## src/core/csm_params.svh

```systemverilog
// Offsets, field positions and reset values of the channel state and
// multi-channel modulation block. Included by the block and its bench.
`ifndef CSM_PARAMS_SVH
`define CSM_PARAMS_SVH

// Register indexes; the Wishbone byte address is four times the index.
`define CSM_IDX_STATE     16'he8a8
`define CSM_IDX_MODIFY    16'he8aa
`define CSM_IDX_MOD_CTRL  16'he8c0
`define CSM_IDX_PAT_SHD   16'he89e
`define CSM_IDX_PAT_ACT   16'he89a
`define CSM_IDX_MCM_CTRL  16'he8bc
`define CSM_IDX_PASSIVE   16'he8c4

// Channel state register fields.
`define CSM_ST_INV_BIT    15
`define CSM_ST_PS_LSB     8
`define CSM_ST_CH3_BIT    6
`define CSM_ST_HALL_LSB   3

// Modify register fields: clear strobes high byte, set strobes low byte.
`define CSM_MOD_CLR_LSB   8
`define CSM_MOD_CH3_CLR   14
`define CSM_MOD_CH3_SET   6

// Modulation control fields.
`define CSM_MC_T12EN_LSB  0
`define CSM_MC_MULTI_BIT  7
`define CSM_MC_T13EN_LSB  8

// Pattern registers and multi-channel control fields.
`define CSM_PAT_REQ_BIT   7
`define CSM_PAT_RFLG_BIT  6
`define CSM_MCM_SEL_LSB   0
`define CSM_MCM_SYN_LSB   4

`define CSM_RESET_VALUE   16'h0000

`endif

```

## src/core/csm_pkg.sv

```systemverilog
// Types shared by the channel state and multi-channel modulation block.
// Field positions and offsets live in csm_params.svh.
package csm_pkg;

  // Trigger event select codes; 11x is reserved.
  typedef enum logic [2:0] {
    CSM_SEL_NONE   = 3'h0,
    CSM_SEL_HALL   = 3'h1,
    CSM_SEL_SEC_PM = 3'h2,
    CSM_SEL_ONE_DN = 3'h3,
    CSM_SEL_CH1_UP = 3'h4,
    CSM_SEL_PER_UP = 3'h5
  } csm_sel_t;

  // Synchronisation select codes; 11 is reserved.
  typedef enum logic [1:0] {
    CSM_SYN_DIRECT = 2'h0,
    CSM_SYN_SEC_ZM = 2'h1,
    CSM_SYN_FST_ZU = 2'h2
  } csm_syn_t;

endpackage

```

## src/core/csm_channel_state.sv

```systemverilog
// Channel state bits, passive-state logic and multi-channel pattern
// modulation of a seven-output capture/compare unit, with a Wishbone slave.
// Assumes timer events arrive as one-cycle pulses on mclk_in and that the
// Hall pins are asynchronous.
//
// Register access over Wishbone was decided locally.
`timescale 1ns/1ns
`include "csm_params.svh"

module csm_channel_state #(
  parameter int ADR_W = 18
) (
  // Clock and reset
  input  wire logic              mclk_in,
  input  wire logic              rstn_in,
  // Wishbone slave
  input  wire logic              wb_cyc_in,
  input  wire logic              wb_stb_in,
  input  wire logic              wb_we_in,
  input  wire logic [ADR_W-1:0]  wb_adr_in,
  input  wire logic [3:0]        wb_sel_in,
  input  wire logic [31:0]       wb_dat_in,
  output logic      [31:0]       wb_dat_out,
  output logic                   wb_ack_out,
  // Timer switching rules, channels 0..3, and capture mode of channels 0..2
  input  wire logic [3:0]        hw_state_set_in,
  input  wire logic [3:0]        hw_state_clr_in,
  input  wire logic [2:0]        capture_mode_in,
  input  wire logic              timer12_shadow_in,
  input  wire logic              timer13_shadow_in,
  input  wire logic              second_timer_compare_signal_in,
  // Hall pins and their sampling strobe
  input  wire logic [2:0]        hall_pins_in,
  input  wire logic              hall_sample_in,
  // Trigger and synchronisation events
  input  wire logic              correct_hall_event_in,
  input  wire logic              timer13_period_match_in,
  input  wire logic              timer12_one_match_in,
  input  wire logic              channel1_upcount_compare_in,
  input  wire logic              timer12_period_match_in,
  input  wire logic              timer13_zero_match_in,
  input  wire logic              timer12_zero_up_in,
  // Gate outputs: CC60, COUT60, CC61, COUT61, CC62, COUT62, then COUT63
  output logic      [5:0]        gate_out,
  output logic                   cout63_out
);

  // The register map needs byte address bits up to 17.
  if (ADR_W < 18) begin : g_adr_check
    $error("ADR_W must reach the highest register byte address");
  end

  logic [15:0] ch_state_reg;
  logic        inv_reg;
  logic [6:0]  ps_shadow_reg;
  logic [6:0]  ps_active_reg;
  logic [6:0]  passive_level_reg;
  logic [15:0] mod_ctrl_reg;
  logic [5:0]  pat_shadow_reg;
  logic [5:0]  pat_active_reg;
  logic        remind_reg;
  logic [2:0]  sel_reg;
  logic [1:0]  syn_reg;
  logic [3:0]  st_reg;
  logic [2:0]  hall_meta_reg;
  logic [2:0]  hall_sync_reg;
  logic [2:0]  hall_reg;
  logic        ack_reg;

  logic [15:0] wmask;
  logic [15:0] wdata;
  logic [15:0] widx;
  logic        wr;
  logic        sw_req;
  logic        trig_evt;
  logic        sync_evt;
  logic        direct;
  logic        xfer;

  assign widx  = wb_adr_in[17:2];
  assign wmask = {{8{wb_sel_in[1]}}, {8{wb_sel_in[0]}}};
  assign wdata = wb_dat_in[15:0] & wmask;
  assign wr    = wb_cyc_in & wb_stb_in & wb_we_in & ack_reg;

  // Bus handshake: one wait cycle, ack for one cycle, every address answered.
  always_ff @(posedge mclk_in or negedge rstn_in) begin
    if (!rstn_in) begin
      ack_reg <= 1'b0;
    end else begin
      ack_reg <= wb_cyc_in & wb_stb_in & ~ack_reg;
    end
  end
  assign wb_ack_out = ack_reg;

  assign ch_state_reg = {inv_reg, ps_active_reg, 1'b0, st_reg[3], hall_reg, st_reg[2:0]};

  // Read data is latched when the request arrives; unmapped and write-only read 0.
  always_ff @(posedge mclk_in or negedge rstn_in) begin
    if (!rstn_in) begin
      wb_dat_out <= 32'h0000_0000;
    end else if (wb_cyc_in && wb_stb_in && !ack_reg) begin
      case (widx)
        `CSM_IDX_STATE:    wb_dat_out <= {16'h0000, ch_state_reg};
        `CSM_IDX_MOD_CTRL: wb_dat_out <= {16'h0000, mod_ctrl_reg};
        `CSM_IDX_PAT_SHD:  wb_dat_out <= {26'h0000000, pat_shadow_reg};
        `CSM_IDX_PAT_ACT:  wb_dat_out <= {25'h0000000, remind_reg, pat_active_reg};
        `CSM_IDX_MCM_CTRL: wb_dat_out <= {26'h0000000, syn_reg, 1'b0, sel_reg};
        `CSM_IDX_PASSIVE:  wb_dat_out <= {25'h0000000, passive_level_reg};
        default:           wb_dat_out <= 32'h0000_0000;
      endcase
    end
  end

  // Hall pins: two-stage synchroniser, then held at each sampling strobe.
  always_ff @(posedge mclk_in or negedge rstn_in) begin
    if (!rstn_in) begin
      hall_meta_reg <= 3'h0;
      hall_sync_reg <= 3'h0;
      hall_reg      <= 3'h0;
    end else begin
      hall_meta_reg <= hall_pins_in;
      hall_sync_reg <= hall_meta_reg;
      if (hall_sample_in) begin
        hall_reg <= hall_sync_reg;
      end
    end
  end

  // State bits: timer switching first, then the software strobes on top.
  genvar c;
  generate
    for (c = 0; c < 4; c++) begin : g_state
      localparam int SET_B = (c == 3) ? `CSM_MOD_CH3_SET : c;
      localparam int CLR_B = (c == 3) ? `CSM_MOD_CH3_CLR : c + `CSM_MOD_CLR_LSB;
      logic hw_v;
      logic s_w;
      logic r_w;
      assign s_w  = wr && (widx == `CSM_IDX_MODIFY) && wdata[SET_B];
      assign r_w  = wr && (widx == `CSM_IDX_MODIFY) && wdata[CLR_B];
      // Compare or capture outcome as decided by the timer logic.
      assign hw_v = hw_state_set_in[c] ? 1'b1 :
                    (hw_state_clr_in[c] ? 1'b0 : st_reg[c]);
      always_ff @(posedge mclk_in or negedge rstn_in) begin
        if (!rstn_in) begin
          st_reg[c] <= 1'b0;
        end else if (s_w && r_w) begin
          st_reg[c] <= ~hw_v;
        end else if (s_w) begin
          st_reg[c] <= 1'b1;
        end else if (r_w) begin
          st_reg[c] <= 1'b0;
        end else begin
          st_reg[c] <= hw_v;
        end
      end
    end
  endgenerate

  // Software registers.
  always_ff @(posedge mclk_in or negedge rstn_in) begin
    if (!rstn_in) begin
      inv_reg           <= 1'b0;
      ps_shadow_reg     <= 7'h00;
      mod_ctrl_reg      <= `CSM_RESET_VALUE;
      pat_shadow_reg    <= 6'h00;
      sel_reg           <= 3'h0;
      syn_reg           <= 2'h0;
      passive_level_reg <= 7'h00;
    end else if (wr) begin
      case (widx)
        `CSM_IDX_STATE: begin
          if (wb_sel_in[1]) begin
            inv_reg       <= wb_dat_in[`CSM_ST_INV_BIT];
            ps_shadow_reg <= wb_dat_in[`CSM_ST_INV_BIT-1:`CSM_ST_PS_LSB];
          end
        end
        `CSM_IDX_MOD_CTRL: mod_ctrl_reg <= (mod_ctrl_reg & ~wmask) | wdata;
        `CSM_IDX_PAT_SHD: begin
          if (wb_sel_in[0]) begin
            pat_shadow_reg <= wb_dat_in[5:0];
          end
        end
        `CSM_IDX_MCM_CTRL: begin
          if (wb_sel_in[0]) begin
            sel_reg <= wb_dat_in[`CSM_MCM_SEL_LSB+2:`CSM_MCM_SEL_LSB];
            syn_reg <= wb_dat_in[`CSM_MCM_SYN_LSB+1:`CSM_MCM_SYN_LSB];
          end
        end
        `CSM_IDX_PASSIVE: begin
          if (wb_sel_in[0]) begin
            passive_level_reg <= wb_dat_in[6:0];
          end
        end
        default: begin
        end
      endcase
    end
  end

  // Passive selects of channels 0..2 follow the first timer, channel 3 the second.
  always_ff @(posedge mclk_in or negedge rstn_in) begin
    if (!rstn_in) begin
      ps_active_reg <= 7'h00;
    end else begin
      if (timer12_shadow_in) begin
        ps_active_reg[5:0] <= ps_shadow_reg[5:0];
      end
      if (timer13_shadow_in) begin
        ps_active_reg[6] <= ps_shadow_reg[6];
      end
    end
  end

  // Trigger and synchronisation decode.
  always_comb begin
    case (csm_pkg::csm_sel_t'(sel_reg))
      csm_pkg::CSM_SEL_NONE:   trig_evt = 1'b0;
      csm_pkg::CSM_SEL_HALL:   trig_evt = correct_hall_event_in;
      csm_pkg::CSM_SEL_SEC_PM: trig_evt = timer13_period_match_in;
      csm_pkg::CSM_SEL_ONE_DN: trig_evt = timer12_one_match_in;
      csm_pkg::CSM_SEL_CH1_UP: trig_evt = channel1_upcount_compare_in;
      csm_pkg::CSM_SEL_PER_UP: trig_evt = timer12_period_match_in;
      default:                 trig_evt = 1'b0;
    endcase
  end

  always_comb begin
    direct = 1'b0;
    case (csm_pkg::csm_syn_t'(syn_reg))
      csm_pkg::CSM_SYN_DIRECT: begin
        sync_evt = 1'b0;
        direct   = 1'b1;
      end
      csm_pkg::CSM_SYN_SEC_ZM: sync_evt = timer13_zero_match_in;
      csm_pkg::CSM_SYN_FST_ZU: sync_evt = timer12_zero_up_in;
      default:                 sync_evt = 1'b0;
    endcase
  end

  assign sw_req = wr && (widx == `CSM_IDX_PAT_SHD) && wdata[`CSM_PAT_REQ_BIT];
  assign xfer   = sw_req || (direct && trig_evt) || (remind_reg && sync_evt);

  // A software request moves the value being written in the same access.
  always_ff @(posedge mclk_in or negedge rstn_in) begin
    if (!rstn_in) begin
      pat_active_reg <= 6'h00;
      remind_reg     <= 1'b0;
    end else begin
      if (sw_req) begin
        pat_active_reg <= wb_dat_in[5:0];
      end else if (xfer) begin
        pat_active_reg <= pat_shadow_reg;
      end
      // A trigger outside direct mode sets the flag even if a transfer happens now; reserved sync does nothing.
      if (trig_evt && !direct && syn_reg != 2'h3) begin
        remind_reg <= 1'b1;
      end else if (xfer) begin
        remind_reg <= 1'b0;
      end
    end
  end

  // Output modulation.
  logic       sec_mod;
  logic [5:0] out_active;
  assign sec_mod = second_timer_compare_signal_in ^ inv_reg;

  generate
    for (c = 0; c < 6; c++) begin : g_out
      logic ch_act;
      logic ps_eff;
      logic fst_en;
      logic sec_en;
      assign ps_eff = capture_mode_in[c/2] ? 1'b0 : ps_active_reg[c];
      assign ch_act = st_reg[c/2] ^ ps_eff;
      assign fst_en = mod_ctrl_reg[`CSM_MC_T12EN_LSB+c];
      assign sec_en = mod_ctrl_reg[`CSM_MC_T13EN_LSB+c];
      assign out_active[c] = (fst_en || sec_en) && (!fst_en || ch_act) &&
                             (!sec_en || sec_mod) &&
                             (!mod_ctrl_reg[`CSM_MC_MULTI_BIT] || pat_active_reg[c]);
    end
  endgenerate

  always_ff @(posedge mclk_in or negedge rstn_in) begin
    if (!rstn_in) begin
      gate_out   <= 6'h00;
      cout63_out <= 1'b0;
    end else begin
      gate_out   <= passive_level_reg[5:0] ^ out_active;
      cout63_out <= passive_level_reg[6] ^ (st_reg[3] ^ ps_active_reg[6]);
    end
  end
endmodule // csm_channel_state

```

## config.mk

```make
export PLATFORM = sky130hd
export DESIGN_NAME = csm_channel_state
export DESIGN_NICKNAME = d
export VERILOG_FILES = /design/src/core/csm_pkg.sv /design/src/core/csm_channel_state.sv
export VERILOG_INCLUDE_DIRS = /design/src /design/src/core
export SDC_FILE = /design/constraint.sdc
export NUM_CORES = 1
export LEC_CHECK = 0
export ABC_AREA = 1
export BUFFER_PORTS_ARGS = -buffer_cell sky130_fd_sc_hd__buf_2
export CAP_MARGIN = 10
export CORE_ASPECT_RATIO = 1.75
export CORE_MARGIN = 3
export CORE_UTILIZATION = 54
export CTS_CLUSTER_SIZE = 10
export DETAILED_ROUTE_END_ITERATION = 7
export PLACE_DENSITY = 0.77
export SLEW_MARGIN = 20
export SYNTH_ARGS = -nofsm -noshare
export SYNTH_HDL_FRONTEND = slang
export SYNTH_SLANG_ARGS = --single-unit
export TNS_END_PERCENT = 100
```

## constraint.sdc

```tcl
create_clock -name mclk_in -period 2 [get_ports mclk_in]
set_input_delay 0 -clock mclk_in [delete_from_list [all_inputs] [get_ports mclk_in]]
set_output_delay 0 -clock mclk_in [all_outputs]
set_load 0.01 [all_outputs]
```

==> reports/metrics.cfg, run 1 <==
[outcome]
status = complete, no violations

[cts]
cts_tree = done
clockBufferDepth = 2
cts_sinks = 93
clk_latency_ns = 0.34
numCtsBuffers = 9
htreeDepth = 3
clk_transition_reported_paths_ns = 0.07
root_buffer = clkbuf_16

[sta]
fmax_mhz = 556.7
fin_setup_tns_ns = 0
rsz0062_at_grt = false
post-route-period-util = 0.8981
hold_violations = 0
worst_pin_slew_ns = 0.6266
setup_viol = 0
fin_crit_ns = 1.796
maxSlewViolCount = 0
slew_headroom = 0.5792
clock_skew_ns = 0.006610

[floorplanning]
die_h_um = 132.8
core-area_sq_um = 8840
die_area_sq_um = 10420
die_w_um = 78.48
placementRows = 45
start_util = 0.5615
io_pins = 124

[synthesis]
ys_types = 37
synth_cells = 618
ys_ff_latch = 93
synth_ff_type = dfrtp_1
async_flop_share = 1.000
synth_area_sq_um = 4964
yosysSeqAreaShare = 0.4689
avgSynthCellArea_sq_um = 8.032
yosysWarningCount = 0
synth_edf_count = 0

[pwr]
power_mw = 4.124
vdd.ir_drop.worst_mv = 0.5778
powerDensity_nw_per_um2 = 679.4
leakagePower_nw = 3.183

[finish]
finish.utilization = 0.6866
multi_input_area_sq_um = 2185
areaGrowthSynthToFinish_pct = 22.28
regArea_sq_um = 2327
stdcell_area_sq_um = 6070
drive_gt1_frac = 0.2013
instances_no_fill = 862
nFillCells = 734
nets = 828
diodes = 0

[critical_path]
startpoint = wb_ack_out$_DFF_PN0_
cp-end-kind = register
arrival_ns = 2.02
critPathRequiredTime_ns = 2.22
path_class = register to register
start_kind = register
r2r_start = wb_ack_out$_DFF_PN0_
crit_path_max_fanout = 4

[run]
maxCapViolations = 0

[min_path]
min_from = hw_state_clr_in[1]
hold_class = input pin to register

[global_routing]
grt_pass1_wl_um = 21550
overflow = 0
grt_max_degree = 41
antenna_found_initial = 0
grt_pass1_vias = 4491
grt_use_total = 0.2664

[detailed_routing]
via_per_inst = 5.328
antenna_left = 0
drt_wl_total_um = 13330
firstDrtPassIters = 5
drt_iter0_markers = 372
drc = 0
wl_per_cell_um = 15.46
dr_total_vias = 4593

[place]
placed_area_sq_um = 5456
place_inst = 817
port_buffers = 87
dp_hpwl_um = 10050
finalWeightedCongestion = 0.9319

## path summary, 6_finish.rpt
path / to / slack [ns] / cells after the start
min reg2reg: hall_sync_reg[1]$_DFF_PN0_ / 0.36 / 0
min in group asynchronous: wb_dat_out[0]$_DFFE_PN0P_ / 0.14 / 2
max reg2reg: ch_state_reg[2]$_DFF_PN0_ / 0.20 / 6
max in group asynchronous: async pin / 1.21 / 3
max: ch_state_reg[2]$_DFF_PN0_ / 0.20 / 6
min: ch_state_reg[1]$_DFF_PN0_ / 0.005 / 3
## worst max-delay path, stage by stage, from the launching register on
cell and delay [ns]:
dfrtp_1 0.36, nand4_1 0.16, nor2_2 0.17, nand2_1 0.16, nor3_1 0.16, a21oi_1 0.07, dlygate4sd3_1 0.58
## where the power goes
group          internal (mW)  switching (mW)  total [mW]
combinational          0.142           0.198       0.340
clock                   1.10           0.740        1.84
sequential              1.92          0.0255        1.94
## synth_stat cells (5+ instances only)
library cell  number  area, sq um
o22ai_1            7        43.79
buf_4             16        120.1
a21oi_1           13        65.06
nor2_1            50        187.7
buf_6              7        78.83
inv_1             68        255.2
clkbuf_1           5        18.77
nand3_1           47        235.2
o21ai_0           39        195.2
o21a_1             6        45.04
nand2_1          178        668.1
o21ai_1           13        65.06
o21ai_2            7        61.31
xnor2_1            8        70.07
nand4_1           13        81.33
dfrtp_1           93         2327
nand2_2            5        31.28
## per-stage QoR
stage	hold WS (ns)	worst slack [ns]
4_1_cts	0.002093	0.1101
3_3_place_gp	-0.04933	0.3964
3_5_place_dp	-0.04410	0.3267
6_report	0.004787	0.2038
2_1_floorplan	-0.2956	0.5721
5_1_grt	0.04087	0.1296
## placed cells by master, fill, tap and decap left out, types with 2 or more instances in the layout
cell type      instances
nand3b_1               2
o21ai_2                7
o21bai_1               4
buf_4                 12
nand3_2                3
bufinv_16              2
nor2_8                 3
nand2_2                5
buf_2                 86
dfrtp_1               93
ha_1                   4
o21ai_0               39
clkinv_2               3
nand3_1               47
o21a_1                 6
o22ai_1                7
clkbuf_16              9
nor2_1                49
a21oi_2                2
conb_1                16
nand2_1              178
inv_2                  2
nand4_1               13
nand2_4                2
inv_1                 68
xnor2_1                8
nor2_2                 3
nor2_4                 4
xor2_1                 3
dlygate4sd3_1         28
o21ai_1               13
mux2_2                 3
a21oi_1               13
## cell families after synthesis
kind of cell,share of synthesized area
AOI/OAI and AO/OA,0.1104
xor gates and xnor gates,0.01941
adders and majority gates,0.01008
buffers and inverters,0.1028
DFF,0.4689
muxes,0.006806
other,0.0007555
and+or+nand+nor,0.2808
## routing by layer
metal | global-route usage | part of all wire | vias up
li1 | - | - | 2197
met1 | 0.2874 | 0.36 | 2129
met2 | 0.4752 | 0.52 | 210
met3 | 0.04360 | 0.050 | 57
met4 | 0.1654 | 0.065 | 0
met5 | 0 | 0 | -
## what timing repair did
| item | in CTS | in global routing |
|---|---|---|
| hold buffers | 28 | 0 |
| endpoints found under the setup margin | 0 | 1 |
| resized for setup | 0 | 1 |
| buffers inserted | 0 | 1 |
| endpoints found under the hold margin | 114 | 0 |
## cell type report
class / count / area share
repair buffers: 127 / 0.1352
flip-flops and latches: 93 / 0.3834
well taps: 117 / 0.02412
multi-input cells: 438 / 0.3599
inverters: 71 / 0.04411
clock buffers: 9 / 0.03711
clock inverters: 7 / 0.01608
(Power assumes the default switching activity.)
==> inputs of run 2 (changes only) <==
CTS_CLUSTER_SIZE = 8   (was 10)
PLACE_DENSITY = 0.9   (was 0.77)
==> run 2 against run 1 <==
  * The run now ends with hold timing left
  * Core utilization decreased by 0.25 points
  * Critical path depth unchanged
  * Register-to-register slack got worse by 0.17 ns
  * Total power about the same
  * Sequential share of layout area increased by 0.14 points
  * Worst setup slack got worse by 0.17 ns
  * Sequential power about the same
  * Routed wire length increased by 4.5%
  * Via count increased by 1.5%
  * Combinational power increased by 3%
  * Critical path type unchanged
  * Largest power group unchanged
  * Highest routed layer unchanged
==> reports/metrics.cfg, run 2 (synthesized netlist as in run 1, its figures left out) <==
[outcome]
status = finished, violations left
violations = hold timing

[global_routing]
overflow = 0
grt_use_total = 0.2759
grt_pass1_vias = 4683
grt_pass1_wl_um = 22330
grt_max_degree = 41
antenna_found_initial = 0

[sta]
post-route-period-util = 0.9830
fin_crit_ns = 1.966
worst_pin_slew_ns = 0.6464
rsz0062_at_grt = true
setup_viol = 0
clock_skew_ns = 0.005128
maxSlewViolCount = 0
whs_ns = -0.003990
slew_headroom = 0.5660
fmax_mhz = 508.7
hold_violations = 1
finalWorstSetupSlack_ns = 0.03403

[detailed_routing]
dr_total_vias = 4660
drt_wl_total_um = 13930
drt_iter0_markers = 433
firstDrtPassIters = 5
drc = 0
wl_per_cell_um = 16.23
antenna_left = 0
via_per_inst = 5.431

[finish]
finish.utilization = 0.6841
nFillCells = 670
diodes = 0
regArea_sq_um = 2327
areaGrowthSynthToFinish_pct = 21.83
multi_input_area_sq_um = 2195
stdcell_area_sq_um = 6047
nets = 824
drive_gt1_frac = 0.1984
final_common_cell = nand2_1
layout_common_cells = nand2_1, dfrtp_1, buf_2

[cts]
cts_tree = done
clockBufferDepth = 2
clk_latency_ns = 0.35
htreeDepth = 3
cts_sinks = 93
root_buffer = clkbuf_16
numCtsBuffers = 9
clk_transition_reported_paths_ns = 0.06

[pwr]
powerDensity_nw_per_um2 = 682.0
power_mw = 4.124
leakagePower_nw = 3.160
vdd.ir_drop.worst_mv = 0.5237

[place]
placed_area_sq_um = 5426
detailedPlace.worstSlack_ns = 0.2996
port_buffers = 87
dp_hpwl_um = 10090
finalWeightedCongestion = 0.9691

[min_path]
hold_end = ch_state_reg[6]$_DFF_PN0_
hold_class = input pin to register
hold_path_depth = 3
min_from = hw_state_set_in[3]

[floorplanning]
start_util = 0.5615
die_w_um = 78.48
io_pins = 124
core-area_sq_um = 8840
placementRows = 45
die_area_sq_um = 10420
die_h_um = 132.8

[critical_path]
reg2reg_depth = 6
path_class = register to register
critPathRequiredTime_ns = 2.23
r2r_start = wb_ack_out$_DFF_PN0_
worst-r2r-setup-slack_ns = 0.03
arrival_ns = 2.20
start_kind = register
reg2reg_to = ch_state_reg[2]$_DFF_PN0_
cp-end-kind = register
crit_path_max_fanout = 5

[run]
maxCapViolations = 0

-- run 2: cell types whose count changed in the layout (fill, tap and decap cells not counted), sizes merged --
cell / previous run / this run
inv: 72 / 70
clkbuf: 9 / 10
buf: 99 / 94
clkinvlp: 1 / 3
-- run 2: routing by layer --
metal,GRT usage,vias to the layer above,part of all wire
met1,0.2854,2197,0.34
met5,0,-,0
met2,0.4971,213,0.54
met3,0.04632,64,0.058
met4,0.1858,0,0.059
li1,-,2186,-
-- run 2: stage by stage --
stage | hold WS, ns | cells | setup TNS (ns)
after detailed placement | 0.006738 | 813 | 0
after global routing | 0.03608 | 858 | -0.03644
final | -0.003990 | 858 | 0
after CTS | 0.0001118 | 857 | 0
after floorplan | -0.2956 | 633 | 0
after global placement | -0.009880 | 813 | 0
-- run 2: area by class of cell --
type | instances | share of cell area
clock buffers | 10 | 0.03786
flip-flops and latches | 93 | 0.3849
inverters | 71 | 0.04490
multi-input cells | 438 | 0.3629
repair inverters | 1 | 0.0008276
well taps | 117 | 0.02421
repair buffers | 122 | 0.1301
clock inverters | 6 | 0.01428
-- run 2: repair_timing --
| item | CTS | global route |
|---|---|---|
| setup buffers | 0 | 0 |
| setup endpoints to repair | 0 | 4 |
| gates resized for setup | 0 | 5 |
| hold endpoints to repair | 75 | 0 |
| hold buffers | 28 | 0 |
-- run 2: how the worst max path moves through the flow --
stage | from | end
6_report | wb_ack_out$_DFF_PN0_ | ch_state_reg[2]$_DFF_PN0_
5_1_grt | wb_ack_out$_DFF_PN0_ | ch_state_reg[2]$_DFF_PN0_
4_1_cts | wb_ack_out$_DFF_PN0_ | ch_state_reg[2]$_DFF_PN0_
3_5_place_dp | wb_ack_out$_DFF_PN0_ | remind_reg$_DFFE_PN0P_
3_3_place_gp | wb_ack_out$_DFF_PN0_ | remind_reg$_DFFE_PN0P_
2_1_floorplan | wb_ack_out$_DFF_PN0_ | pat_shadow_reg[1]$_DFFE_PN0P_
-- run 2: report_power, final --
| part | internal, mW | switching [mW] |
|---|---|---|
| Combinational | 0.142 | 0.208 |
| Sequential | 1.92 | 0.0260 |
| Clock | 1.10 | 0.737 |
| Total | 3.15 | 0.971 |
-- run 2: worst max-delay path, cell delays in order, from the launching register on --
cell           delay (ns)
dfrtp_1              0.38
nand4_1              0.25
nor2_4               0.23
nand2_1              0.15
nor3_1               0.20
a21oi_1              0.07
dlygate4sd3_1        0.57
